## src/logic/epo_regs.svh

```systemverilog
// register offsets, field positions, reset values and codes of the port block
`ifndef EPO_REGS_SVH
`define EPO_REGS_SVH

// ----------------------------------------------------------------
// register map
// ----------------------------------------------------------------
`define EPO_ADDR_W           8
`define EPO_PSC_OFFSET       8'h64

// ----------------------------------------------------------------
// field positions
// ----------------------------------------------------------------
`define EPO_TEST_HI          19
`define EPO_TEST_LO          16
`define EPO_RSVD_HI          15
`define EPO_RSVD_LO          14
`define EPO_OWNER_BIT        13
`define EPO_POWER_BIT        12
`define EPO_LINE_HI          11
`define EPO_LINE_LO          10
`define EPO_LINE_DP_BIT      11
`define EPO_LINE_DM_BIT      10

// ----------------------------------------------------------------
// reset values
// ----------------------------------------------------------------
`define EPO_TEST_RST         4'h0
`define EPO_RSVD_RST         2'h0
`define EPO_OWNER_RST        1'h1
`define EPO_POWER_RST        1'h0
`define EPO_LINE_RST         2'h0
`define EPO_WORD_ZERO        32'h00000000

// ----------------------------------------------------------------
// test select codes
// ----------------------------------------------------------------
`define EPO_TEST_NONE        4'h0
`define EPO_TEST_LAST_VALID  4'h5
`define EPO_TEST_FORCE_EN    4'h5

// ----------------------------------------------------------------
// line state codes
// ----------------------------------------------------------------
`define EPO_LINE_SE0         2'h0
`define EPO_LINE_K           2'h1
`define EPO_LINE_J           2'h2
`define EPO_LINE_UNDEF       2'h3

`endif

```

## src/logic/epo_pkg.sv

```systemverilog
// types shared by the port ownership and power block
`default_nettype none

package epo_pkg;

  // ----------------------------------------------------------------
  // data types
  // ----------------------------------------------------------------
  typedef logic [31:0] epo_word_t;
  typedef logic [7:0]  epo_addr_t;
  typedef logic [3:0]  epo_test_t;
  typedef logic [1:0]  epo_line_t;

  // ----------------------------------------------------------------
  // port operating mode
  // ----------------------------------------------------------------
  typedef enum logic [2:0] {
    EPO_MODE_OFF,
    EPO_MODE_COMPANION,
    EPO_MODE_HS_NORMAL,
    EPO_MODE_HS_TEST
  } epo_mode_t;

endpackage

`default_nettype wire

```

## src/logic/epo_port_ctrl.sv

```systemverilog
// port ownership, power switch, test select and line state logic
//
// Overview of operation
// - test select zero is normal operation; 0001b to 0101b select a test mode
// - code 0101b forces the port enabled; 0110b to 1111b select nothing
// - ownership resets to 1, cleared when configure flag rises
// - ownership held at 1 while configure flag is 0
// - ownership 1 routes the port to companion; high speed side stays off
// - without power switches the power bit reads 1, always powered
// - with power switches the power bit drives the switch directly
// - unpowered port is nonfunctional and reports no status changes
// - overcurrent on a powered switchable port clears the power bit
// - line state shows positive line in bit 11, negative in bit 10
// - line state valid only while disabled and a device is connected
// - line state 11b is not low speed; field reads zero while unpowered
`timescale 1ns/1ps
`default_nettype none
`include "epo_regs.svh"

module epo_port_ctrl (
  input  wire logic              core_clk,
  input  wire logic              resetn,
  input  wire epo_pkg::epo_addr_t reg_addr,
  input  wire logic              reg_wr,
  input  wire logic              reg_rd,
  input  wire epo_pkg::epo_word_t reg_wdata,
  output epo_pkg::epo_word_t     reg_rdata,
  input  wire logic              global_configure_flag,
  input  wire logic              power_switch_capable,
  input  wire logic              overcurrent_in,
  input  wire logic              dp_in,
  input  wire logic              dm_in,
  input  wire logic              port_enabled,
  input  wire logic              connect_status,
  input  wire logic              change_event_in,
  output logic                   power_switch_on,
  output logic                   companion_route,
  output logic                   hs_drive_en,
  output epo_pkg::epo_test_t     test_select_out,
  output logic                   force_enable,
  output logic                   status_report_en,
  output logic                   change_event_out,
  output logic                   line_state_valid,
  output logic                   low_speed_detect,
  output epo_pkg::epo_mode_t     port_mode
);

  import epo_pkg::*;

  // ----------------------------------------------------------------
  // declarations
  // ----------------------------------------------------------------
  logic      psc_hit;
  logic      psc_wr;
  logic      psc_rd;
  logic      cf_rise;
  epo_line_t lines_r;
  epo_test_t test_r;
  logic [1:0] rsvd_r;
  logic      owner_r;
  logic      power_r;
  logic      power_eff;
  logic      test_legal;
  epo_line_t line_field;
  epo_mode_t mode_nxt;
  epo_word_t rdata_nxt;

  // ----------------------------------------------------------------
  // register decode
  // ----------------------------------------------------------------
  // single mapped offset
  assign psc_hit = (reg_addr == `EPO_PSC_OFFSET);
  assign psc_wr  = reg_wr && psc_hit;
  assign psc_rd  = reg_rd && psc_hit;

  // ----------------------------------------------------------------
  // configure flag edge and line sampling
  // ----------------------------------------------------------------
  epo_rise_det #(
    .W (1)
  ) u_cf_rise (
    .core_clk (core_clk),
    .resetn   (resetn),
    .level_in (global_configure_flag),
    .rise_r   (cf_rise)
  );

  epo_line_sample #(
    .W (2)
  ) u_line (
    .core_clk (core_clk),
    .resetn   (resetn),
    .lines_in ({dp_in, dm_in}),
    .lines_r  (lines_r)
  );

  // ----------------------------------------------------------------
  // test select field
  // ----------------------------------------------------------------
  always_ff @(posedge core_clk) begin
    if (!resetn) begin
      test_r <= `EPO_TEST_RST;
    end else if (psc_wr) begin
      test_r <= reg_wdata[`EPO_TEST_HI:`EPO_TEST_LO];
    end
  end

  // reserved codes are stored but select no test
  assign test_legal = (test_r != `EPO_TEST_NONE) && (test_r <= `EPO_TEST_LAST_VALID);

  // ----------------------------------------------------------------
  // reserved bits
  // ----------------------------------------------------------------
  always_ff @(posedge core_clk) begin
    if (!resetn) begin
      rsvd_r <= `EPO_RSVD_RST;
    end else if (psc_wr) begin
      rsvd_r <= reg_wdata[`EPO_RSVD_HI:`EPO_RSVD_LO];
    end
  end

  // ----------------------------------------------------------------
  // port ownership
  // ----------------------------------------------------------------
  // flag level and flag rise win over software
  always_ff @(posedge core_clk) begin
    if (!resetn) begin
      owner_r <= `EPO_OWNER_RST;
    end else if (!global_configure_flag) begin
      owner_r <= 1'b1;
    end else if (cf_rise) begin
      owner_r <= 1'b0;
    end else if (psc_wr) begin
      owner_r <= reg_wdata[`EPO_OWNER_BIT];
    end
  end

  // ----------------------------------------------------------------
  // port power
  // ----------------------------------------------------------------
  // overcurrent clear wins over a software write
  always_ff @(posedge core_clk) begin
    if (!resetn) begin
      power_r <= `EPO_POWER_RST;
    end else if (!power_switch_capable) begin
      power_r <= 1'b1;
    end else if (overcurrent_in && power_r) begin
      power_r <= 1'b0;
    end else if (psc_wr) begin
      power_r <= reg_wdata[`EPO_POWER_BIT];
    end
  end

  // without switches the port is powered from reset onward
  assign power_eff = power_switch_capable ? power_r : 1'b1;

  always_ff @(posedge core_clk) begin
    if (!resetn) begin
      power_switch_on <= 1'b0;
    end else begin
      power_switch_on <= power_eff;
    end
  end

  // ----------------------------------------------------------------
  // line state field
  // ----------------------------------------------------------------
  // unpowered port shows zero here
  assign line_field = power_eff ? lines_r : `EPO_LINE_RST;

  always_ff @(posedge core_clk) begin
    if (!resetn) begin
      line_state_valid <= 1'b0;
    end else begin
      line_state_valid <= power_eff && !port_enabled && connect_status;
    end
  end

  always_ff @(posedge core_clk) begin
    if (!resetn) begin
      low_speed_detect <= 1'b0;
    end else begin
      // undefined code 11b counts as not low speed
      low_speed_detect <= power_eff && !port_enabled && connect_status
                          && (lines_r == `EPO_LINE_K);
    end
  end

  // ----------------------------------------------------------------
  // operating mode
  // ----------------------------------------------------------------
  always_comb begin
    mode_nxt = EPO_MODE_OFF;
    case ({power_eff, owner_r})
      2'b10: begin
        if (test_legal) begin
          mode_nxt = EPO_MODE_HS_TEST;
        end else begin
          mode_nxt = EPO_MODE_HS_NORMAL;
        end
      end
      2'b11: begin
        mode_nxt = EPO_MODE_COMPANION;
      end
      default: begin
        mode_nxt = EPO_MODE_OFF;
      end
    endcase
  end

  always_ff @(posedge core_clk) begin
    if (!resetn) begin
      port_mode <= EPO_MODE_COMPANION;
    end else begin
      port_mode <= mode_nxt;
    end
  end

  // ----------------------------------------------------------------
  // routing and test outputs
  // ----------------------------------------------------------------
  // companion owns the port while ownership is 1
  always_ff @(posedge core_clk) begin
    if (!resetn) begin
      companion_route <= 1'b1;
    end else begin
      companion_route <= owner_r;
    end
  end

  always_ff @(posedge core_clk) begin
    if (!resetn) begin
      hs_drive_en <= 1'b0;
    end else begin
      hs_drive_en <= !owner_r && power_eff;
    end
  end

  always_ff @(posedge core_clk) begin
    if (!resetn) begin
      test_select_out <= `EPO_TEST_NONE;
    end else if (mode_nxt == EPO_MODE_HS_TEST) begin
      test_select_out <= test_r;
    end else begin
      test_select_out <= `EPO_TEST_NONE;
    end
  end

  always_ff @(posedge core_clk) begin
    if (!resetn) begin
      force_enable <= 1'b0;
    end else begin
      force_enable <= (mode_nxt == EPO_MODE_HS_TEST) && (test_r == `EPO_TEST_FORCE_EN);
    end
  end

  // ----------------------------------------------------------------
  // status change gating
  // ----------------------------------------------------------------
  always_ff @(posedge core_clk) begin
    if (!resetn) begin
      status_report_en <= 1'b0;
    end else begin
      status_report_en <= power_eff;
    end
  end

  // events dropped while unpowered
  always_ff @(posedge core_clk) begin
    if (!resetn) begin
      change_event_out <= 1'b0;
    end else begin
      change_event_out <= change_event_in && power_eff;
    end
  end

  // ----------------------------------------------------------------
  // read data
  // ----------------------------------------------------------------
  always_comb begin
    rdata_nxt = `EPO_WORD_ZERO;
    rdata_nxt[`EPO_TEST_HI:`EPO_TEST_LO] = test_r;
    rdata_nxt[`EPO_RSVD_HI:`EPO_RSVD_LO] = rsvd_r;
    rdata_nxt[`EPO_OWNER_BIT]            = owner_r;
    rdata_nxt[`EPO_POWER_BIT]            = power_eff;
    rdata_nxt[`EPO_LINE_HI:`EPO_LINE_LO] = line_field;
  end

  // unmapped offsets and idle cycles read zero
  always_ff @(posedge core_clk) begin
    if (!resetn) begin
      reg_rdata <= `EPO_WORD_ZERO;
    end else if (psc_rd) begin
      reg_rdata <= rdata_nxt;
    end else begin
      reg_rdata <= `EPO_WORD_ZERO;
    end
  end

endmodule

`default_nettype wire

```

## src/logic/epo_rise_det.sv

```systemverilog
// registered rising edge detector for a group of levels
`timescale 1ns/1ps
`default_nettype none

module epo_rise_det #(
  parameter int W = 1
) (
  input  wire logic         core_clk,
  input  wire logic         resetn,
  input  wire logic [W-1:0] level_in,
  output logic      [W-1:0] rise_r
);

  // ----------------------------------------------------------------
  // previous level and edge pulse
  // ----------------------------------------------------------------
  logic [W-1:0] prev_r;

  always_ff @(posedge core_clk) begin
    if (!resetn) begin
      prev_r <= '0;
    end else begin
      prev_r <= level_in;
    end
  end

  always_ff @(posedge core_clk) begin
    if (!resetn) begin
      rise_r <= '0;
    end else begin
      rise_r <= level_in & ~prev_r;
    end
  end

endmodule

`default_nettype wire

```

## src/logic/epo_line_sample.sv

```systemverilog
// sampling register for the data line levels
`timescale 1ns/1ps
`default_nettype none

module epo_line_sample #(
  parameter int W = 2
) (
  input  wire logic         core_clk,
  input  wire logic         resetn,
  input  wire logic [W-1:0] lines_in,
  output logic      [W-1:0] lines_r
);

  // ----------------------------------------------------------------
  // sample every clock
  // ----------------------------------------------------------------
  always_ff @(posedge core_clk) begin
    if (!resetn) begin
      lines_r <= '0;
    end else begin
      lines_r <= lines_in;
    end
  end

endmodule

`default_nettype wire

```

## config.mk

```make
export PLATFORM = sky130hd
export DESIGN_NAME = epo_port_ctrl
export DESIGN_NICKNAME = d
export VERILOG_FILES = /design/src/logic/epo_pkg.sv /design/src/logic/epo_port_ctrl.sv /design/src/logic/epo_rise_det.sv /design/src/logic/epo_line_sample.sv
export VERILOG_INCLUDE_DIRS = /design/src /design/src/logic
export SDC_FILE = /design/constraint.sdc
export NUM_CORES = 1
export LEC_CHECK = 0
export BUFFER_PORTS_ARGS = -buffer_cell sky130_fd_sc_hd__buf_2
export CAP_MARGIN = 20
export CORE_UTILIZATION = 39
export CTS_CLUSTER_SIZE = 20
export DETAILED_ROUTE_END_ITERATION = 6
export HOLD_SLACK_MARGIN = 0.12
export PLACE_DENSITY = 0.78
export SETUP_SLACK_MARGIN = 0.05
export SLEW_MARGIN = 20
export SYNTH_ARGS = -nofsm -noshare
export SYNTH_HDL_FRONTEND = slang
export SYNTH_SLANG_ARGS = --single-unit
```

## constraint.sdc

```tcl
create_clock -name core_clk -period 1.6 [get_ports core_clk]
set_clock_uncertainty 0.15 [all_clocks]
set_input_delay 0.16 -clock core_clk [delete_from_list [all_inputs] [get_ports core_clk]]
set_output_delay 0.16 -clock core_clk [all_outputs]
set_load 0.01 [all_outputs]
```

Word-level counts from Yosys, hierarchy flattened --
Cells that the tools add are included.
Word-level totals: register bits 58, bits of input ports 52, output and inout port bits 47, word-level logic and storage cells 55
Operators by class: magnitude comparators 1, eq/ne operators 7, muxes and demuxes 8, bitwise operators 2, reductions and logical operators 18
Operators by type and width (number):
- $logic_and 1x1->1 | 10
- $eq 8x7->1 const B | 1
- $mux 1 | 7
- $pmux 3 s2 | 1
- $reduce_and 2->1 | 3
- $eq 2x2->1 const B | 2
- $eq 4x3->1 const B | 1
- $le 4x3->1 const B | 1
- $reduce_bool 4->1 | 1
- $eq 3x2->1 const B | 1
- $ne 3x1->1 const B | 1
- $reduce_and 3->1 | 1
- $eq 2x1->1 const B | 1
- $logic_not 1->1 | 2
- $reduce_bool 2->1 | 1
- $and 1x1->1 | 1
- $not 1->1 | 1

Depth between registers and ports, before layout --
Gate-level depths: netlist of run 1.
depth in word-level cells 6, mapped depth 4, gate-level depth less buffers 3

Modules after synthesis --
A second synthesis of run 1 with hierarchy kept.
Second synthesis, totals: cell total of the unflattened synthesis 131, area, all modules 1340.0 µm²
Modules (own cells, without submodules):
- epo_port_ctrl | instances 1, cells an instance 123, area each 1232.4 µm², sequential area each 600.6 µm²
- epo_rise_det | instances 1, cells an instance 4, area each 55.1 µm², sequential area each 40.0 µm²
- epo_line_sample | instances 1, cells an instance 4, area each 52.6 µm², sequential area each 40.0 µm²

Worst setup path before layout of run 1 --
Ideal clock, no wire load.
path kind in2reg, start input port reg_addr[1], end register reg_rdata[10], setup time 0.060 ns, arrival 1.103 ns, required time 1.390 ns, setup slack 0.287 ns, cell stages on the path 3, path buffers 0, path through or4b_4 -> nor3_4 -> and3_1
Between the ends: word-level cells in the longest chain between the ends 3
RTL lines:
- start: declaration | RTL line epo_port_ctrl.sv:23 | input wire epo_pkg::epo_addr_t reg_addr,
- $eq 8x7->1 (no source line)
- $logic_and 1x1->1 | RTL line epo_port_ctrl.sv:74 | assign psc_rd = reg_rd && psc_hit;
- $reduce_and 3->1 (no source line)
- end signal: assignment | RTL line epo_port_ctrl.sv:292 | reg_rdata <= `EPO_WORD_ZERO;
- end signal: assignment | RTL line epo_port_ctrl.sv:294 | reg_rdata <= rdata_nxt;
- end signal: assignment | RTL line epo_port_ctrl.sv:296 | reg_rdata <= `EPO_WORD_ZERO;
- end: declaration | RTL line epo_port_ctrl.sv:27 | output epo_pkg::epo_word_t reg_rdata,
Every way passes these cells. A chain may end at the register's enable or synchronous reset.

Worst setup path after layout of run 1 --
start input port reg_addr[1], end register reg_rdata[13]
Between the ends: word-level cells in the longest chain between the ends 3
RTL lines (RTL line):
- $eq 8x7->1 (no source line)
- $logic_and 1x1->1 | epo_port_ctrl.sv:74
- $reduce_and 2->1 (no source line)
Every way passes these cells.

==> results of run 1 <==
## worst max path at each step
stage / from / endpoint / slack, ns / cells after the start
floorplan: reg_addr[1] / reg_rdata[10] / 0.29 / 3
global placement: reg_addr[1] / reg_rdata[10] / 0.04 / 4
detailed placement: reg_addr[1] / reg_rdata[11] / 0.006 / 4
CTS: reg_addr[4] / reg_rdata[11] / 0.07 / 5
global route: reg_addr[4] / reg_rdata[16] / 0.04 / 5
finish: reg_addr[1] / reg_rdata[13] / 0.06 / 4
## cells in the final DEF, fill, tap and decap left out, drive strengths merged
cell / instances
nor4bb: 1
o21ai: 1
a31oi: 1
nor4b: 4
mux2i: 6
and3: 4
buf: 57
nand3: 1
and2: 9
nor2: 2
nand2: 18
nand4: 1
dfxtp: 34
nand2b: 2
inv: 6
a21oi: 2
nand4bb: 2
or4b: 1
nor3: 4
clkinv: 1
nor2b: 1
clkbuf: 7
nor4: 2
dlygate4sd3: 23
a311oi: 1
o311ai: 1
conb: 24
or3: 1
## per-stage QoR
step	power, mW	hold slack (ns)	setup slack [ns]
4_1_cts	1.53	0.0222	0.0693
5_1_grt	1.61	0.0988	0.0430
2_1_floorplan	0.999	0.0860	0.287
6_report	1.51	0.0974	0.0634
3_5_place_dp	1.02	0.196	0.00587
3_3_place_gp	1.01	0.194	0.0380
## timing repair
item,4_1_cts,5_1_grt
endpoints found under the hold margin,19,1
endpoints found under the setup margin,0,10
resized for setup,0,1
## registers in the layout, summed over array words and instances (netlist names)
signal and cells:
change_event_out 1, companion_route 1, force_enable 1, line_state_valid 1
low_speed_detect 1, owner_r 1, port_mode 2, power_r 1
reg_rdata 10, rsvd_r 2, status_report_en 1, test_r 4
test_select_out 4, u_cf_rise.prev_r 1, u_cf_rise.rise_r 1, u_line.lines_r 2
## power groups by stage
stage | Sequential, mW | Clock (mW) | Combinational [mW]
2_1_floorplan | 0.892 | 0 | 0.107
3_3_place_gp | 0.888 | 0 | 0.127
3_5_place_dp | 0.888 | 0 | 0.128
4_1_cts | 0.869 | 0.491 | 0.167
5_1_grt | 0.872 | 0.548 | 0.192
6_report | 0.869 | 0.467 | 0.172
## worst max-delay path, stage by stage
cell                            delay [ns]
sky130_fd_sc_hd__buf_2                0.11
sky130_fd_sc_hd__or4b_4               0.58
sky130_fd_sc_hd__dlygate4sd3_1        0.59
sky130_fd_sc_hd__nor4_1               0.20
## final cells by class
type,count,share of cell area [%]
clock buffers,7,2.93
flip-flops and latches,34,36.2
well taps,44,2.93
clock inverters,1,0.266
inverters,6,1.20
multi-input cells,89,28.3
repair buffers,80,28.2
## synthesized netlist by cell type, types with 2 or more instances
master,count,share of area (%)
sky130_fd_sc_hd__and2_2,7,3.9
sky130_fd_sc_hd__nor4b_1,4,2.6
sky130_fd_sc_hd__inv_1,6,1.7
sky130_fd_sc_hd__nand2_1,18,5.1
sky130_fd_sc_hd__a21oi_1,2,0.75
sky130_fd_sc_hd__mux2i_1,6,4.5
sky130_fd_sc_hd__nor4_1,2,0.94
sky130_fd_sc_hd__nand2b_1,2,0.94
sky130_fd_sc_hd__clkbuf_1,2,0.56
sky130_fd_sc_hd__nor3_1,2,0.75
sky130_fd_sc_hd__and3_1,4,1.9
sky130_fd_sc_hd__nor2_1,2,0.56
sky130_fd_sc_hd__and2_1,2,0.94
sky130_fd_sc_hd__dfxtp_1,34,51
sky130_fd_sc_hd__buf_4,26,15
## routing by layer
layer  track usage (%)  routed length [um]  vias to the layer above
li1                  -                   -                      559
met3              5.76                 217                        2
met4              4.87                   6                        0
met2              30.5                1420                       61
met5                 0                   0                        -
met1              14.7                1030                      520
## cells by family after synthesis
logic type | count (synthesis) | share of synthesized area (%)
other | 1 | 0.281
flip-flops | 34 | 51.0
AND/OR/NAND/NOR | 52 | 24.5
buffers and inverters | 34 | 16.9
multiplexers | 6 | 4.50
AO/OA/AOI/OAI | 6 | 2.91
==> flow_summary_export.csv, run 1 <==
group,metric,value,unit
layout,layout.cells.non_filler,261,
critical_path,largest_fanout_on_the_critical_path,3,
clock_network,cts_sinks,34,
timing,timing.final.hold_violations,0,
critical_path,worstReg2RegEnd,"owner_r",
clock_network,cts-root-buf,"sky130_fd_sc_hd__clkbuf_4",
min_path,worstHoldStart,"reg_addr[7]",
layout,sequential_cell_area,681,um^2
critical_path,timing.critical_path.arrival,1.63,ns
global_routing,grt_start_max_net_pins,20,
logic_synthesis,seq_area_frac_synth,51.0,%
placement,dp_hpwl,1.75,mm
layout,fillerInstances,301,
placement,numPlacedInstances,229,
placement,finalWeightedCongestion,0.746,
clock_network,clkTransAtPathRegs,0.09,ns
power,fraction_of_power_consumed_by_combinational_cells,11.4,%
run,maxCapViolations,0,
critical_path,worst_setup_path_start_kind,"primary input",
global_routing,grt_pass1_vias,999,
critical_path,rr_worst_depth,4,
layout,post-route-cell-area,1880,um^2
clock_network,post_cts_buffers,0,
min_path,whs_path_depth,3,
floorplanning,core.rowCount,20,
layout,post_route_cells_drive_above_1_share,35.0,%
global_routing,overall_overflow_remaining_after_global_route,0,
power,power_frac_clock,31.0,%
logic_synthesis,synthesis.instances,133,
clock_network,cts.path.max_buffers,2,
critical_path,worstPathRequired,1.69,ns
routing,antenna_left,0,
power,vdd.ir_drop.worst,0.458,mV
layout,antenna_cells,0,
logic_synthesis,async_set_or_reset_flop_fraction_in_the_synthesized_netlist,0,%
min_path,worst_hold_path_type,"in2reg",
floorplanning,die_x,60.5,um
run_status,status,"complete, no violations",
routing,route.final.wire_length,2.67,mm
min_path,worst_hold_path.endpoint,"reg_rdata[13]",
clock_network,clock_tree.htree_level_count,2,
logic_synthesis,synth_seq_cells,34,
global_routing,grt_first_pass_wirelength,4.06,mm
logic_synthesis,post_synth_instance_area,1340,um^2
routing,route.detailed.vias_per_inst,4.38,
logic_synthesis,synth.yosys.warnings,0,
timing,setup_repair_after_global_routing_missed_its_margin,"yes",
critical_path,worst_r2r_startpoint,"u_cf_rise.rise_r",
timing,min_period,1.54,ns
floorplanning,io_pins,99,
clock_network,clock_insertion_delay_worst_skew,0.32,ns
critical_path,timing.critical_path.to_type,"register",
routing,route.detailed.drc,0,
layout,finish.net_count,268,
power,cell_internal_pwr,1.16,mW
timing,fmax,651,MHz
floorplanning,core,3150,um^2
timing,final-max-slew-violation-count,0,
timing,fin_setup_tns,0,ns
critical_path,setup.reg_to_reg.worst_slack,0.22,ns
floorplanning,initial_core_util,42.3,%
placement,placement.io_buffers,51,
routing,drt-initial-drc-count,43,
logic_synthesis,synth_enable_flop_cells,0,
routing,post_drt_wl_per_cell,10.2,um
routing,detailedRoute.firstPassIterationCount,4,
global_routing,antenna_found_initial,0,
logic_synthesis,dominantRegCellSynth,"sky130_fd_sc_hd__dfxtp_1",
power,p_sw_share,22.9,%
floorplanning,die_area,3660,um^2
routing,routed-via-count,1142,
layout,total_area_of_multi_input_combinational_cells,532,um^2
logic_synthesis,avgSynthCellArea,10.0,um^2
power,switching_power,346,uW
placement,placedInstanceArea,1570,um^2
logic_synthesis,synthDistinctLibCells,29,
critical_path,path_class,"in2reg",
floorplanning,die-height,60.5,um
timing,min_period_over_period,96.0,%
clock_network,cts_hold_repair.buffers,23,
power,static-leakage-power,0.931,nW
power,power.density,802,nW/um^2
layout,flow.area_growth_from_synthesis,40.9,%
layout,fin_util,59.6,%
clock_network,cts_tree,"built",
global_routing,overall_track_demand_over_capacity_in_global_routing,15.5,%
power,seqPwrFrac,57.6,%
clock_network,cts_inserted_buffers,5,
timing,finalSetupViolations,0,
(Power assumes the default switching activity.)
==> run 2: changes to the inputs <==
- SYNTH_HIERARCHICAL: unset -> 1
==> run 2 against run 1 <==
Via count shrank 7.4%. Synthesized cell count shrank 1.5%. Combinational power shrank 2%. First-iteration DRC count shrank 35%. Die area grew 0.36%. Highest routed layer unchanged. Sequential share of layout area grew 0.51 points. Core utilization shrank 0.83 points.
==> flow_summary_export.csv, run 2 <==
group,metric,value,unit
routing,post_drt_wl_per_cell,9.95,um
run,maxCapViolations,0,
floorplanning,core.rowCount,20,
critical_path,critPathTopFamily,"buffers and inverters",
layout,flow.area_growth_from_synthesis,38.4,%
layout,mostFrequentLayoutCell,"sky130_fd_sc_hd__buf_2",
power,cell_internal_pwr,1.16,mW
placement,dp_hpwl,1.60,mm
logic_synthesis,post_synth_instance_area,1340,um^2
logic_synthesis,yosys.cell_count.top_type,"sky130_fd_sc_hd__dfxtp_1",
logic_synthesis,synthDistinctLibCells,31,
global_routing,grt_start_max_net_pins,17,
clock_network,cts_hold_repair.buffers,23,
critical_path,largest_fanout_on_the_critical_path,3,
power,static-leakage-power,0.921,nW
clock_network,cts_inserted_buffers,5,
layout,antenna_cells,0,
layout,post-route-cell-area,1850,um^2
timing,holdWs,0.204,ns
timing,min_period,1.53,ns
layout,number_of_flip_flops_under_the_largest_register_name,10,
placement,dp_worst_setup_slack,0.176,ns
clock_network,cts_tree,"built",
power,switching_power,373,uW
placement,placement.io_buffers,51,
logic_synthesis,dominantRegCellSynth,"sky130_fd_sc_hd__dfxtp_1",
layout,sequential_cell_area,681,um^2
timing,finalWorstSetupSlack,0.0738,ns
routing,routed-via-count,1058,
power,p_sw_share,24.3,%
layout,largest-register,"reg_rdata",
clock_network,clock_tree.htree_level_count,2,
floorplanning,die_area,3670,um^2
critical_path,worstPathRequired,1.66,ns
power,power_frac_clock,32.4,%
critical_path,path_class,"in2reg",
layout,finish.net_count,261,
critical_path,worst_setup_path_start_kind,"primary input",
layout,total_area_of_multi_input_combinational_cells,512,um^2
critical_path,critical-path-max-stage-delay,0.56,ns
critical_path,timing.critical_path.to_type,"register",
logic_synthesis,synth_top_cells_by_count,"34 x sky130_fd_sc_hd__dfxtp_1, 26 x sky130_fd_sc_hd__buf_4, 15 x sky130_fd_sc_hd__nand2_1, 11 x sky130_fd_sc_hd__and2_1, 6 x sky130_fd_sc_hd__mux2i_1",
clock_network,post_cts.resized_instances,0,
logic_synthesis,synth.yosys.warnings,6,
global_routing,grt_pass1_vias,909,
timing,min_period_over_period,95.4,%
timing,timing.final.hold_violations,0,
floorplanning,initial_core_util,42.5,%
logic_synthesis,ys_top_cells_by_area,"sky130_fd_sc_hd__dfxtp_1 51%, sky130_fd_sc_hd__buf_4 15%, sky130_fd_sc_hd__and2_1 5.1%",
placement,finalWeightedCongestion,0.766,
timing,final-max-slew-violation-count,0,
global_routing,antenna_found_initial,0,
timing,fmax,655,MHz
clock_network,post_cts_buffers,0,
timing,setup_repair_after_global_routing_missed_its_margin,"no",
clock_network,cts-root-buf,"sky130_fd_sc_hd__clkbuf_4",
logic_synthesis,synth_enable_flop_cells,0,
clock_network,cts.path.max_buffers,2,
routing,route.detailed.drc,0,
layout,top_library_cells_by_usage_in_the_layout_fill_and_taps_aside,"51 x sky130_fd_sc_hd__buf_2, 34 x sky130_fd_sc_hd__dfxtp_1, 24 x sky130_fd_sc_hd__conb_1",
layout,post_route_cells_drive_above_1_share,31.0,%
logic_synthesis,post-synth-top-area-cell,"sky130_fd_sc_hd__dfxtp_1",
global_routing,overall_track_demand_over_capacity_in_global_routing,14.9,%
routing,route.detailed.vias_per_inst,4.17,
critical_path,timing.critical_path.arrival,1.58,ns
routing,route.final.wire_length,2.53,mm
logic_synthesis,avgSynthCellArea,10.2,um^2
power,vdd.ir_drop.worst,0.366,mV
clock_network,clkTransAtPathRegs,0.10,ns
power,seqPwrFrac,56.7,%
critical_path,cp_cell_sequence,"dlygate4sd3_1 -> buf_2 -> nand4_1 -> dlygate4sd3_1 -> o2111ai_1",
logic_synthesis,synth_top_cell_area_share,50.8,%
logic_synthesis,synthesis.instances,131,
timing,fin_setup_tns,0,ns
layout,fillerInstances,290,
floorplanning,die-height,60.6,um
floorplanning,io_pins,99,
routing,antenna_left,0,
logic_synthesis,async_set_or_reset_flop_fraction_in_the_synthesized_netlist,0,%
global_routing,grt_first_pass_wirelength,3.88,mm
floorplanning,die_x,60.6,um
floorplanning,core,3150,um^2
critical_path,worst_path_most_repeated_cell,"sky130_fd_sc_hd__dlygate4sd3_1",
clock_network,cts_sinks,34,
placement,placedInstanceArea,1560,um^2
critical_path,cp_slowest_cell,"sky130_fd_sc_hd__dlygate4sd3_1",
logic_synthesis,synth_seq_cells,34,
global_routing,overall_overflow_remaining_after_global_route,0,
routing,drt-initial-drc-count,28,
critical_path,crit_buf_inv,3,
layout,fin_util,58.8,%
clock_network,clock_insertion_delay_worst_skew,0.33,ns
timing,finalSetupViolations,0,
run_status,status,"complete, no violations",
power,power.density,827,nW/um^2
min_path,worst_hold_path_type,"in2reg",
routing,detailedRoute.firstPassIterationCount,2,
power,fraction_of_power_consumed_by_combinational_cells,11.0,%
logic_synthesis,seq_area_frac_synth,50.8,%
layout,biggestRegsByFlops,"reg_rdata: 10 flops, test_r: 4 flops, test_select_out: 4 flops",
run 2: logic make-up (layout without fill, tap and decap cells):
kind of cell,count (synthesis),in the layout,synth area share [%]
multiplexers,6,6,4.48
AND/OR/NAND/NOR,50,50,24.1
flip-flops,34,34,50.8
AO/OA/AOI/OAI,6,6,2.89
other,1,24,0.280
buffers and inverters,34,90,17.5
run 2: area by class of cell:
type                       instances  area share, %
inverter                           4          0.810
clock buffer                       6           2.77
multi-input combinational         86           27.6
clock inverter                     2          0.675
sequential                        34           36.7
tap                               44           2.97
timing repair buffer              78           28.5
run 2: metal layers:
layer  global-route usage (%)  part of all wire (%)  vias up
met4                     5.84                   1.3        0
met2                     27.0                    49       60
met3                     5.97                   8.3        5
met1                     15.4                    42      453
met5                        0                     0        -
li1                         -                     -      540
run 2: worst reg2reg max path, cell delays in order, from the launching register on:
cell	delay, ns
sky130_fd_sc_hd__dfxtp_1	0.32
sky130_fd_sc_hd__nor2b_1	0.10
sky130_fd_sc_hd__nand4_1	0.10
sky130_fd_sc_hd__dlygate4sd3_1	0.58
sky130_fd_sc_hd__o2111ai_1	0.11
run 2: path summary, 6_finish.rpt:
check	from	to	slack, ns	cells past startpoint
worst min-delay path	reg_rd	reg_rdata[13]	0.20	4
worst max-delay path	reg_wr	owner_r	0.07	5
worst max register to register	u_cf_rise/rise_r	owner_r	0.16	4
worst min register to register	rsvd_r[0]	rsvd_r[0]	0.31	2
run 2: power by group through the flow:
| stage | logic, mW | registers [mW] | clock network [mW] |
|---|---|---|---|
| global route | 0.185 | 0.872 | 0.557 |
| global placement | 0.125 | 0.888 | 0 |
| detailed placement | 0.126 | 0.889 | 0 |
| floorplan | 0.109 | 0.891 | 0 |
| finish | 0.168 | 0.869 | 0.497 |
| CTS | 0.165 | 0.869 | 0.513 |
run 2: per-stage QoR:
step	cells	power (mW)
finish	254	1.53
global route	254	1.61
CTS	254	1.55
detailed placement	223	1.01
global placement	223	1.01
floorplan	154	1.00
